<file path="src/hdl/rpsc_pkg.sv">
// Purpose: shared constants for the remote position/speed command block
// Assumes: 16-bit remote words, 8-bit register address, 32-bit register data
// Notes: register offsets are byte addresses of aligned words
package rpsc_pkg;
  // ==========================================================
  // register map
  localparam int ADDR_W = 8;
  localparam logic [7:0] REG_CONFIG = 8'h00;
  localparam logic [7:0] REG_SPEED_MAX = 8'h04;
  localparam logic [7:0] REG_ENTRY_MAX = 8'h08;
  localparam logic [7:0] REG_STATUS = 8'h0C;
  localparam logic [7:0] REG_IRQ_STATUS = 8'h10;
  localparam logic [7:0] REG_IRQ_CLEAR = 8'h14;
  localparam logic [7:0] REG_IRQ_ENABLE = 8'h18;
  localparam logic [7:0] REG_POSITION = 8'h1C;
  // ==========================================================
  // field layout
  localparam int CFG_SRC_LSB = 0;
  localparam int CFG_TWO_STN_BIT = 2;
  localparam int ST_POS_DONE_BIT = 0;
  localparam int ST_SPD_DONE_BIT = 1;
  localparam int ST_VALID_BIT = 2;
  localparam int ST_FWD_BIT = 3;
  localparam int ST_REV_BIT = 4;
  localparam int ST_RESP_LSB = 16;
  localparam int EV_ACCEPT = 0;
  localparam int EV_RANGE_ERR = 1;
  localparam int EV_EARLY_START = 2;
  localparam int EV_W = 3;
  // ==========================================================
  // reset values and limits
  localparam logic [15:0] SPEED_MAX_RST = 16'h1000;
  localparam logic [15:0] ENTRY_MAX_RST = 16'h00FF;
  localparam logic [31:0] POS_LIMIT = 32'h00FFFFFF;
  localparam logic [15:0] RAMP_ENTRY_FIXED = 16'h0001;
  localparam logic [15:0] WORD_SIGN_POS = 16'h0000;
  localparam logic [15:0] WORD_SIGN_NEG = 16'hFFFF;
  // ==========================================================
  // respond word: one nibble per command word, range error code
  localparam logic [3:0] ERR_RANGE = 4'h3;
  localparam int RESP_W4_LSB = 0;
  localparam int RESP_W5_LSB = 4;
  localparam int RESP_W6_LSB = 8;
  // ==========================================================
  // types
  typedef enum logic [1:0] {
    SRC_TABLE = 2'h0,
    SRC_POS_ENTRY = 2'h1,
    SRC_POS_SPEED = 2'h2,
    SRC_BAD = 2'h3
  } rpsc_src_t;
  typedef enum logic [1:0] {
    ST_IDLE = 2'h0,
    ST_CHECK = 2'h1,
    ST_DONE = 2'h2
  } rpsc_state_t;
endpackage

</file>
<file path="src/hdl/rpsc_sync.sv">
// Purpose: two-flop synchroniser for link inputs
// Assumes: input levels stable longer than two clocks
// Notes: first stage is read only by the second stage
`timescale 1ns/100ps
module rpsc_sync #(
  parameter int W = 1
) (
  input wire logic mclk_in,
  input wire logic rst_n_in,
  input wire logic [W-1:0] d_in,
  output logic [W-1:0] q_out
);
  logic [W-1:0] meta_reg;

  always_ff @(posedge mclk_in) begin
    if (!rst_n_in) begin
      meta_reg <= '0;
      q_out <= '0;
    end else begin
      meta_reg <= d_in;
      q_out <= meta_reg;
    end
  end
endmodule

</file>
<file path="src/hdl/rpsc_range_check.sv">
// Purpose: range check of the command words for each command source
// Assumes: words already synchronised
// Notes: purely combinational; zero result means the command is clean
`timescale 1ns/100ps
module rpsc_range_check (
  input wire rpsc_pkg::rpsc_src_t src_in,
  input wire logic [15:0] w4_in,
  input wire logic [15:0] w5_in,
  input wire logic [15:0] w6_in,
  input wire logic [15:0] entry_max_in,
  input wire logic [15:0] speed_max_in,
  output logic [15:0] resp_out
);
  function automatic logic entry_bad(input logic [15:0] e, input logic [15:0] mx);
    entry_bad = (e == 16'h0000) || (e > mx);
  endfunction

  logic signed [31:0] pos;
  logic pos_bad;
  logic hi_bad;

  always_comb begin
    pos = $signed({w5_in, w4_in});
    pos_bad = (pos > $signed(rpsc_pkg::POS_LIMIT)) || (pos < -$signed(rpsc_pkg::POS_LIMIT));
    // a high half that is pure sign extension blames the low half
    hi_bad = pos_bad && (w5_in != rpsc_pkg::WORD_SIGN_POS) && (w5_in != rpsc_pkg::WORD_SIGN_NEG);
    resp_out = 16'h0000;
    case (src_in)
      rpsc_pkg::SRC_TABLE: begin
        if (entry_bad(w4_in, entry_max_in)) begin
          resp_out[rpsc_pkg::RESP_W4_LSB +: 4] = rpsc_pkg::ERR_RANGE;
        end
      end
      rpsc_pkg::SRC_POS_ENTRY, rpsc_pkg::SRC_POS_SPEED: begin
        if (pos_bad && !hi_bad) begin
          resp_out[rpsc_pkg::RESP_W4_LSB +: 4] = rpsc_pkg::ERR_RANGE;
        end
        if (hi_bad) begin
          resp_out[rpsc_pkg::RESP_W5_LSB +: 4] = rpsc_pkg::ERR_RANGE;
        end
        if (src_in == rpsc_pkg::SRC_POS_ENTRY ? entry_bad(w6_in, entry_max_in)
                                              : (w6_in > speed_max_in)) begin
          resp_out[rpsc_pkg::RESP_W6_LSB +: 4] = rpsc_pkg::ERR_RANGE;
        end
      end
      default: begin
        resp_out = 16'h0000;
      end
    endcase
  end
endmodule

</file>
<file path="src/hdl/rpsc_top.sv">
// Purpose: remote position/speed command handshake of a servo drive
// Assumes: link bits and words arrive asynchronously; words settle before requests
// Notes: software reaches config, limits, status and interrupts over a plain port
// Functional notes
// - accept only when selected and two stations
// - source zero takes a table entry number
// - source one takes position plus entry
// - source two takes position plus speed
// - latch entry, then raise position done
// - bad entry puts error in respond word
// - latched data volatile, lost at reset
// - source one speed, ramps from entry
// - source one latches, raises both done
// - source one errors on halves or entry
// - source two ramps from entry one
// - source two errors on halves or speed
`timescale 1ns/100ps
module rpsc_top (
  input wire logic MCLK_IN,
  input wire logic RST_N_IN,
  input wire logic [7:0] ADDR_IN,
  input wire logic [31:0] WDATA_IN,
  input wire logic WR_IN,
  input wire logic RD_IN,
  output logic [31:0] RDATA_OUT,
  output logic IRQ_OUT,
  input wire logic [15:0] CMD_WORD_POSITION_LOW_OR_ENTRY_IN,
  input wire logic [15:0] CMD_WORD_POSITION_HIGH_IN,
  input wire logic [15:0] CMD_WORD_SPEED_OR_ENTRY_IN,
  input wire logic POSITION_CMD_REQUEST_IN,
  input wire logic SPEED_CMD_REQUEST_IN,
  input wire logic SPECIFYING_SYSTEM_SELECT_IN,
  input wire logic FORWARD_START_BIT_IN,
  input wire logic REVERSE_START_BIT_IN,
  output logic POSITION_DONE_OUT,
  output logic SPEED_DONE_OUT,
  output logic [15:0] RESPOND_ERROR_WORD_OUT,
  output logic CMD_VALID_OUT,
  output logic [31:0] TARGET_POSITION_OUT,
  output logic [15:0] TARGET_ENTRY_OUT,
  output logic [15:0] TARGET_SPEED_OUT,
  output logic [15:0] RAMP_ENTRY_OUT,
  output logic FORWARD_RUN_OUT,
  output logic REVERSE_RUN_OUT
);
  // ==========================================================
  // link synchronisers
  logic [15:0] w4_s;
  logic [15:0] w5_s;
  logic [15:0] w6_s;
  logic [4:0] bits_s;
  logic pos_req_s;
  logic spd_req_s;
  logic sel_s;
  logic fwd_s;
  logic rev_s;

  rpsc_sync #(.W(48)) u_word_sync (
    .mclk_in(MCLK_IN),
    .rst_n_in(RST_N_IN),
    .d_in({CMD_WORD_POSITION_LOW_OR_ENTRY_IN, CMD_WORD_POSITION_HIGH_IN,
           CMD_WORD_SPEED_OR_ENTRY_IN}),
    .q_out({w4_s, w5_s, w6_s})
  );

  rpsc_sync #(.W(5)) u_bit_sync (
    .mclk_in(MCLK_IN),
    .rst_n_in(RST_N_IN),
    .d_in({POSITION_CMD_REQUEST_IN, SPEED_CMD_REQUEST_IN, SPECIFYING_SYSTEM_SELECT_IN,
           FORWARD_START_BIT_IN, REVERSE_START_BIT_IN}),
    .q_out(bits_s)
  );

  assign {pos_req_s, spd_req_s, sel_s, fwd_s, rev_s} = bits_s;

  // ==========================================================
  // software registers
  rpsc_pkg::rpsc_src_t src_reg;
  logic two_stn_reg;
  logic [15:0] speed_max_reg;
  logic [15:0] entry_max_reg;
  logic [rpsc_pkg::EV_W-1:0] irq_stat_reg;
  logic [rpsc_pkg::EV_W-1:0] irq_en_reg;
  logic [rpsc_pkg::EV_W-1:0] ev;
  logic wr_clr;

  always_ff @(posedge MCLK_IN) begin
    if (!RST_N_IN) begin
      src_reg <= rpsc_pkg::SRC_TABLE;
      two_stn_reg <= 1'b0;
      speed_max_reg <= rpsc_pkg::SPEED_MAX_RST;
      entry_max_reg <= rpsc_pkg::ENTRY_MAX_RST;
      irq_en_reg <= '0;
    end else if (WR_IN) begin
      case (ADDR_IN)
        rpsc_pkg::REG_CONFIG: begin
          src_reg <= rpsc_pkg::rpsc_src_t'(WDATA_IN[rpsc_pkg::CFG_SRC_LSB +: 2]);
          two_stn_reg <= WDATA_IN[rpsc_pkg::CFG_TWO_STN_BIT];
        end
        rpsc_pkg::REG_SPEED_MAX: begin
          speed_max_reg <= WDATA_IN[15:0];
        end
        rpsc_pkg::REG_ENTRY_MAX: begin
          entry_max_reg <= WDATA_IN[15:0];
        end
        rpsc_pkg::REG_IRQ_ENABLE: begin
          irq_en_reg <= WDATA_IN[rpsc_pkg::EV_W-1:0];
        end
        default: begin
        end
      endcase
    end
  end

  // set wins over clear so no event is lost
  assign wr_clr = WR_IN && (ADDR_IN == rpsc_pkg::REG_IRQ_CLEAR);

  always_ff @(posedge MCLK_IN) begin
    if (!RST_N_IN) begin
      irq_stat_reg <= '0;
      IRQ_OUT <= 1'b0;
    end else begin
      irq_stat_reg <= (irq_stat_reg & ~(wr_clr ? WDATA_IN[rpsc_pkg::EV_W-1:0] : '0)) | ev;
      IRQ_OUT <= |(irq_stat_reg & irq_en_reg);
    end
  end

  // ==========================================================
  // command handshake
  rpsc_pkg::rpsc_state_t st_reg;
  rpsc_pkg::rpsc_src_t mode_reg;
  logic [15:0] chk_code;
  logic req_ok;
  logic reqs_gone;
  logic done_ok;

  rpsc_range_check u_check (
    .src_in(mode_reg),
    .w4_in(w4_s),
    .w5_in(w5_s),
    .w6_in(w6_s),
    .entry_max_in(entry_max_reg),
    .speed_max_in(speed_max_reg),
    .resp_out(chk_code)
  );

  always_comb begin
    req_ok = 1'b0;
    if (sel_s && two_stn_reg) begin
      case (src_reg)
        rpsc_pkg::SRC_TABLE: req_ok = pos_req_s;
        rpsc_pkg::SRC_POS_ENTRY: req_ok = pos_req_s && spd_req_s;
        rpsc_pkg::SRC_POS_SPEED: req_ok = pos_req_s && spd_req_s;
        default: req_ok = 1'b0;
      endcase
    end
  end

  assign reqs_gone = !pos_req_s && !spd_req_s;
  assign done_ok = (mode_reg == rpsc_pkg::SRC_TABLE) ? POSITION_DONE_OUT
                                                   : (POSITION_DONE_OUT && SPEED_DONE_OUT);

  always_ff @(posedge MCLK_IN) begin
    if (!RST_N_IN) begin
      st_reg <= rpsc_pkg::ST_IDLE;
      mode_reg <= rpsc_pkg::SRC_TABLE;
      POSITION_DONE_OUT <= 1'b0;
      SPEED_DONE_OUT <= 1'b0;
      RESPOND_ERROR_WORD_OUT <= 16'h0000;
    end else begin
      case (st_reg)
        rpsc_pkg::ST_IDLE: begin
          if (req_ok) begin
            mode_reg <= src_reg;
            st_reg <= rpsc_pkg::ST_CHECK;
          end
        end
        rpsc_pkg::ST_CHECK: begin
          RESPOND_ERROR_WORD_OUT <= chk_code;
          POSITION_DONE_OUT <= 1'b1;
          SPEED_DONE_OUT <= (mode_reg != rpsc_pkg::SRC_TABLE);
          st_reg <= rpsc_pkg::ST_DONE;
        end
        rpsc_pkg::ST_DONE: begin
          if (reqs_gone) begin
            POSITION_DONE_OUT <= 1'b0;
            SPEED_DONE_OUT <= 1'b0;
            st_reg <= rpsc_pkg::ST_IDLE;
          end
        end
        default: begin
          st_reg <= rpsc_pkg::ST_IDLE;
        end
      endcase
    end
  end

  // flops only: reset stands in for power loss, so nothing survives it
  always_ff @(posedge MCLK_IN) begin
    if (!RST_N_IN) begin
      CMD_VALID_OUT <= 1'b0;
      TARGET_POSITION_OUT <= 32'h00000000;
      TARGET_ENTRY_OUT <= 16'h0000;
      TARGET_SPEED_OUT <= 16'h0000;
      RAMP_ENTRY_OUT <= 16'h0000;
    end else if (st_reg == rpsc_pkg::ST_CHECK) begin
      CMD_VALID_OUT <= (chk_code == 16'h0000);
      if (chk_code == 16'h0000) begin
        case (mode_reg)
          rpsc_pkg::SRC_TABLE: begin
            TARGET_ENTRY_OUT <= w4_s;
            RAMP_ENTRY_OUT <= w4_s;
          end
          rpsc_pkg::SRC_POS_ENTRY: begin
            TARGET_POSITION_OUT <= {w5_s, w4_s};
            TARGET_ENTRY_OUT <= w6_s;
            RAMP_ENTRY_OUT <= w6_s;
          end
          rpsc_pkg::SRC_POS_SPEED: begin
            TARGET_POSITION_OUT <= {w5_s, w4_s};
            TARGET_SPEED_OUT <= w6_s;
            RAMP_ENTRY_OUT <= rpsc_pkg::RAMP_ENTRY_FIXED;
          end
          default: begin
          end
        endcase
      end
    end
  end

  // ==========================================================
  // start gating and events
  logic fwd_d_reg;
  logic rev_d_reg;
  logic start_rise;

  // a start that beats the done flags is held off and reported
  assign start_rise = (fwd_s && !fwd_d_reg) || (rev_s && !rev_d_reg);

  always_ff @(posedge MCLK_IN) begin
    if (!RST_N_IN) begin
      fwd_d_reg <= 1'b0;
      rev_d_reg <= 1'b0;
      FORWARD_RUN_OUT <= 1'b0;
      REVERSE_RUN_OUT <= 1'b0;
    end else begin
      fwd_d_reg <= fwd_s;
      rev_d_reg <= rev_s;
      FORWARD_RUN_OUT <= fwd_s && !rev_s && done_ok && CMD_VALID_OUT;
      REVERSE_RUN_OUT <= rev_s && !fwd_s && done_ok && CMD_VALID_OUT;
    end
  end

  always_comb begin
    ev = '0;
    ev[rpsc_pkg::EV_ACCEPT] = (st_reg == rpsc_pkg::ST_CHECK) && (chk_code == 16'h0000);
    ev[rpsc_pkg::EV_RANGE_ERR] = (st_reg == rpsc_pkg::ST_CHECK) && (chk_code != 16'h0000);
    ev[rpsc_pkg::EV_EARLY_START] = start_rise && !done_ok;
  end

  // ==========================================================
  // read port: data stand one cycle after the strobe only
  always_ff @(posedge MCLK_IN) begin
    if (!RST_N_IN) begin
      RDATA_OUT <= 32'h00000000;
    end else begin
      RDATA_OUT <= 32'h00000000;
      if (RD_IN) begin
        case (ADDR_IN)
          rpsc_pkg::REG_CONFIG: begin
            RDATA_OUT[rpsc_pkg::CFG_SRC_LSB +: 2] <= src_reg;
            RDATA_OUT[rpsc_pkg::CFG_TWO_STN_BIT] <= two_stn_reg;
          end
          rpsc_pkg::REG_SPEED_MAX: RDATA_OUT[15:0] <= speed_max_reg;
          rpsc_pkg::REG_ENTRY_MAX: RDATA_OUT[15:0] <= entry_max_reg;
          rpsc_pkg::REG_STATUS: begin
            RDATA_OUT[rpsc_pkg::ST_POS_DONE_BIT] <= POSITION_DONE_OUT;
            RDATA_OUT[rpsc_pkg::ST_SPD_DONE_BIT] <= SPEED_DONE_OUT;
            RDATA_OUT[rpsc_pkg::ST_VALID_BIT] <= CMD_VALID_OUT;
            RDATA_OUT[rpsc_pkg::ST_FWD_BIT] <= FORWARD_RUN_OUT;
            RDATA_OUT[rpsc_pkg::ST_REV_BIT] <= REVERSE_RUN_OUT;
            RDATA_OUT[rpsc_pkg::ST_RESP_LSB +: 16] <= RESPOND_ERROR_WORD_OUT;
          end
          rpsc_pkg::REG_IRQ_STATUS: RDATA_OUT[rpsc_pkg::EV_W-1:0] <= irq_stat_reg;
          rpsc_pkg::REG_IRQ_ENABLE: RDATA_OUT[rpsc_pkg::EV_W-1:0] <= irq_en_reg;
          rpsc_pkg::REG_POSITION: RDATA_OUT <= TARGET_POSITION_OUT;
          default: RDATA_OUT <= 32'h00000000;
        endcase
      end
    end
  end
endmodule

</file>
<file path="config.mk">
export PLATFORM = sky130hd
export DESIGN_NAME = rpsc_top
export DESIGN_NICKNAME = d
export VERILOG_FILES = /design/src/hdl/rpsc_pkg.sv /design/src/hdl/rpsc_sync.sv /design/src/hdl/rpsc_range_check.sv /design/src/hdl/rpsc_top.sv
export SDC_FILE = /design/constraint.sdc
export NUM_CORES = 1
export LEC_CHECK = 0
export CORE_ASPECT_RATIO = 1.25
export CORE_MARGIN = 2
export CORE_UTILIZATION = 24
export CTS_BUF_LIST = sky130_fd_sc_hd__clkbuf_2 sky130_fd_sc_hd__clkbuf_4 sky130_fd_sc_hd__clkbuf_8
export CTS_CLUSTER_DIAMETER = 150
export DETAILED_ROUTE_END_ITERATION = 6
export DONT_BUFFER_PORTS = 1
export GPL_ROUTABILITY_DRIVEN = 0
export RECOVER_POWER = 25
export REMOVE_ABC_BUFFERS = 1
export SYNTH_ARGS = -nofsm -noshare
export SYNTH_HDL_FRONTEND = slang
export SYNTH_SLANG_ARGS = --single-unit
</file>
<file path="constraint.sdc">
create_clock -name MCLK_IN -period 8.2 [get_ports MCLK_IN]
set_clock_uncertainty 0.1 [all_clocks]
set_input_delay 0.82 -clock MCLK_IN [delete_from_list [all_inputs] [get_ports MCLK_IN]]
set_output_delay 0.82 -clock MCLK_IN [all_outputs]
set_load 0.01 [all_outputs]
</file>
==> impl_results.md <==
* Status: completed
* Reg area at between 5000 and 6000 um2
* CP Launch Type: flop
* Vias after detailed routing at around 8600
* Mux cell area share after synthesis at 0.0495
* Clk pin slew, worst setup/hold paths at ~0.070 ns
* Resize count post-CTS at 0
* Total track usage at 0.138
* Ys async rst share at 0
* Synthesized area at 11300 um2
* Post-synth top area share at 0.484
* Cell count after synthesis at 1242
* Pwr dens at roughly 230 nW/um2
* Footprint of the multi-input gates at 5220 um2
* Peak VDD IR at ~0.000096 V
* Routed Antenna Nets at 0
* Fmax at 0.279 GHz
* TNS Setup at 0 ns
* Post-synthesis adder-cell area fraction at 0.0616
* Die Span X at slightly below 200 um
* FF-to-FF path depth at 9
* Crit path arrival time at around 3.9 ns
* Core area at around 47000 um2
* Fill count at between 4000 and 5000
* Final HPWL DP at between 20000 and 25000 um
* Vias per inst at 4.54
* CTS tree: built
* Post-synth EDFFs at 0
* GRT overflow at 0
* Final WL at between 30000 and 40000 um
* Hold_buf cts at 0
* Simple-gate share of the synthesized area at 0.227
* Post-synth top cells: dfxtp_1, nand2_1, and2_1
* Die Area at about 49000 um2
* First-pass GRT wire length at 49800 um
* Nets at approximately 1400
* YS warnings at 0
* PortBufs at 0
* Io pins at between 200 and 250
* Std-Cell Rows at just under 90
* Longest Clk Path Bufs at 3
* Largest family of logic cells by synthesized area: simple AND/OR/NAND/NOR gates
* Critical path type: flop to flop
* Largest cells by area after synthesis: dfxtp_1, nand2_1, and2_1
* HP Start: WDATA_IN[0]
* Vias in the first global route at between 8000 and 9000
* Cell taking the most area after synthesis: dfxtp_1
* Initial DRT Pass Iterations at 7
* Hold EP: entry_max_reg[0]
* Synth Area in Compound Gates at 0.118
* Pin count of the biggest net entering global routing at about 300
* Post-Synthesis Mean Instance Area at between 9 and 10 um2
* CP peak stage delay at ~0.66 ns
* Final hold slack at about 0.21 ns
* Max stage delay cell, worst path: and2_1
* P_leak at ~4.7 nW
* Worst Path Required at between 8 and 9 ns
* Max FO, Critical Path at 17
* Root Buffer Master: clkbuf_8
* Primary FF master, synth: dfxtp_1
* Worst Tran Pin Value at approximately 1.2 ns
* Part of the Yosys area used for sequential elements at 0.484
* Worst reg2reg endpoint: RAMP_ENTRY_OUT[0]
* Final Hold Fails at 0
* Worst skew pair latency at roughly 0.64 ns
* CP Buf/Inv Count at 1
* Residual DRC count at 0
* Clk sinks at roughly 270
* Slew Limit Fails at 0
* Share of post-route cells with drive strength above 1 at 0.0864
* Final setup violation count at 0
* Yosys reg bits at ~270
* Cts bufs inserted at between 40 and 50
* Initial Util at 0.242
* Post-Synth XOR/XNOR Area at 0
* R2r setup slk at between 4 and 5 ns
* Crit-path cells: ha_1 -> and3_1 -> a221oi_1 -> o221ai_1 -> nand4bb_4 -> a2111oi_4 -> buf_4 -> and2_1 -> o21ai_0
* Worst Hold Class: primary input to flop
* Worst r2r src: u_word_sync.q_out[39]
* Period Utilization, post-route at 0.436
* Hold path depth at 2
* First DRT Iteration DRCs at approximately 540
* Die height at roughly 250 um
* H-tree depth at 2
* Rel. slew slack at 0.171
* Synth cell types at 55
* Crit-path leading delay family: simple AND/OR/NAND/NOR gates
* Max cap viols at 0
* CP Capture Type: flop
* Post-CTS setup buffers at 0
* RSZ-0062 raised after global routing: no
* Top-count cell post-synth: dfxtp_1
* Final Critical Period at between 3 and 4 ns
* Area Growth Syn to Fin at 14.2%
* Antenna violations before repair at 4
* Average wire per standard cell at roughly 18 um
placed cells by master, fill, tap and decap left out, drive strengths merged, types with 2 or more instances in the layout:
master	count
a221oi	4
clkbuf	67
a21boi	30
and2	126
a21o	3
a22oi	7
a222oi	12
buf	11
nor2b	9
bufinv	5
conb	10
clkinv	7
or3	2
o22ai	2
mux2i	56
diode	2
nor2	24
nand3	21
nor4	15
nor3	23
o2111ai	2
dfxtp	274
a2111o	2
and4	3
a2111oi	2
ha	55
a211oi	3
o21ai	64
o211ai	12
or4	5
o311ai	2
inv	63
o311a	2
nor3b	17
clkinvlp	5
a21oi	48
nand2	227
and3	2
nand4	30
o21a	3
worst max path at each step:
stage	from	end	slack (ns)	cells after the start
floorplan	mode_reg[1]	TARGET_POSITION_OUT[0]	3.57	8
global placement	u_word_sync.q_out[14]	TARGET_POSITION_OUT[27]	4.74	8
detailed placement	u_word_sync.q_out[39]	RAMP_ENTRY_OUT[4]	4.61	9
CTS	u_word_sync.q_out[39]	RAMP_ENTRY_OUT[4]	4.61	9
global route	u_word_sync.q_out[39]	RAMP_ENTRY_OUT[2]	4.40	9
finish	u_word_sync.q_out[39]	RAMP_ENTRY_OUT[0]	4.62	9
cell families (layout without fill, tap and decap cells):
| family | Yosys count | after routing |
|---|---|---|
| muxes | 56 | 56 |
| buffers and inverters | 147 | 158 |
| other | 1 | 12 |
| AOI/OAI and AO/OA | 201 | 201 |
| DFF | 274 | 274 |
| and+or+nand+nor | 507 | 507 |
| adders and majority gates | 56 | 56 |
cell type report:
cell class	instances	area share
multi-input cells	830	0.403
flip-flops and latches	274	0.424
repair buffers	11	0.00638
clock inverters	19	0.0190
clock buffers	67	0.0674
diodes	2	0.000387
inverters	61	0.0177
well taps	637	0.0616
power breakdown:
group | switching, mW | internal [mW]
clock | 0.605 | 0.852
combinational | 0.0393 | 0.0380
sequential | 0.0218 | 1.36
metal layers:
layer / track usage / wire length (um)
met1: 0.141 / 12700
met2: 0.246 / 17700
met3: 0.0439 / 2500
met4: 0.0787 / 1890
met5: 0 / 0
metrics by stage:
step | setup WS (ns) | util | total power [mW] | cell area (um2) | std cells
after detailed placement | 4.61 | 0.252 | 1.48 | 11800 | 1813
after global routing | 4.40 | 0.276 | 3.02 | 12900 | 1901
final | 4.62 | 0.276 | 2.91 | 12900 | 1901
after global placement | 4.74 | 0.252 | 1.48 | 11800 | 1813
after CTS | 4.61 | 0.276 | 2.96 | 12900 | 1899
after floorplan | 3.57 | - | 1.46 | 10900 | 1165
No activity file was read; power rests on OpenSTA's default activity.
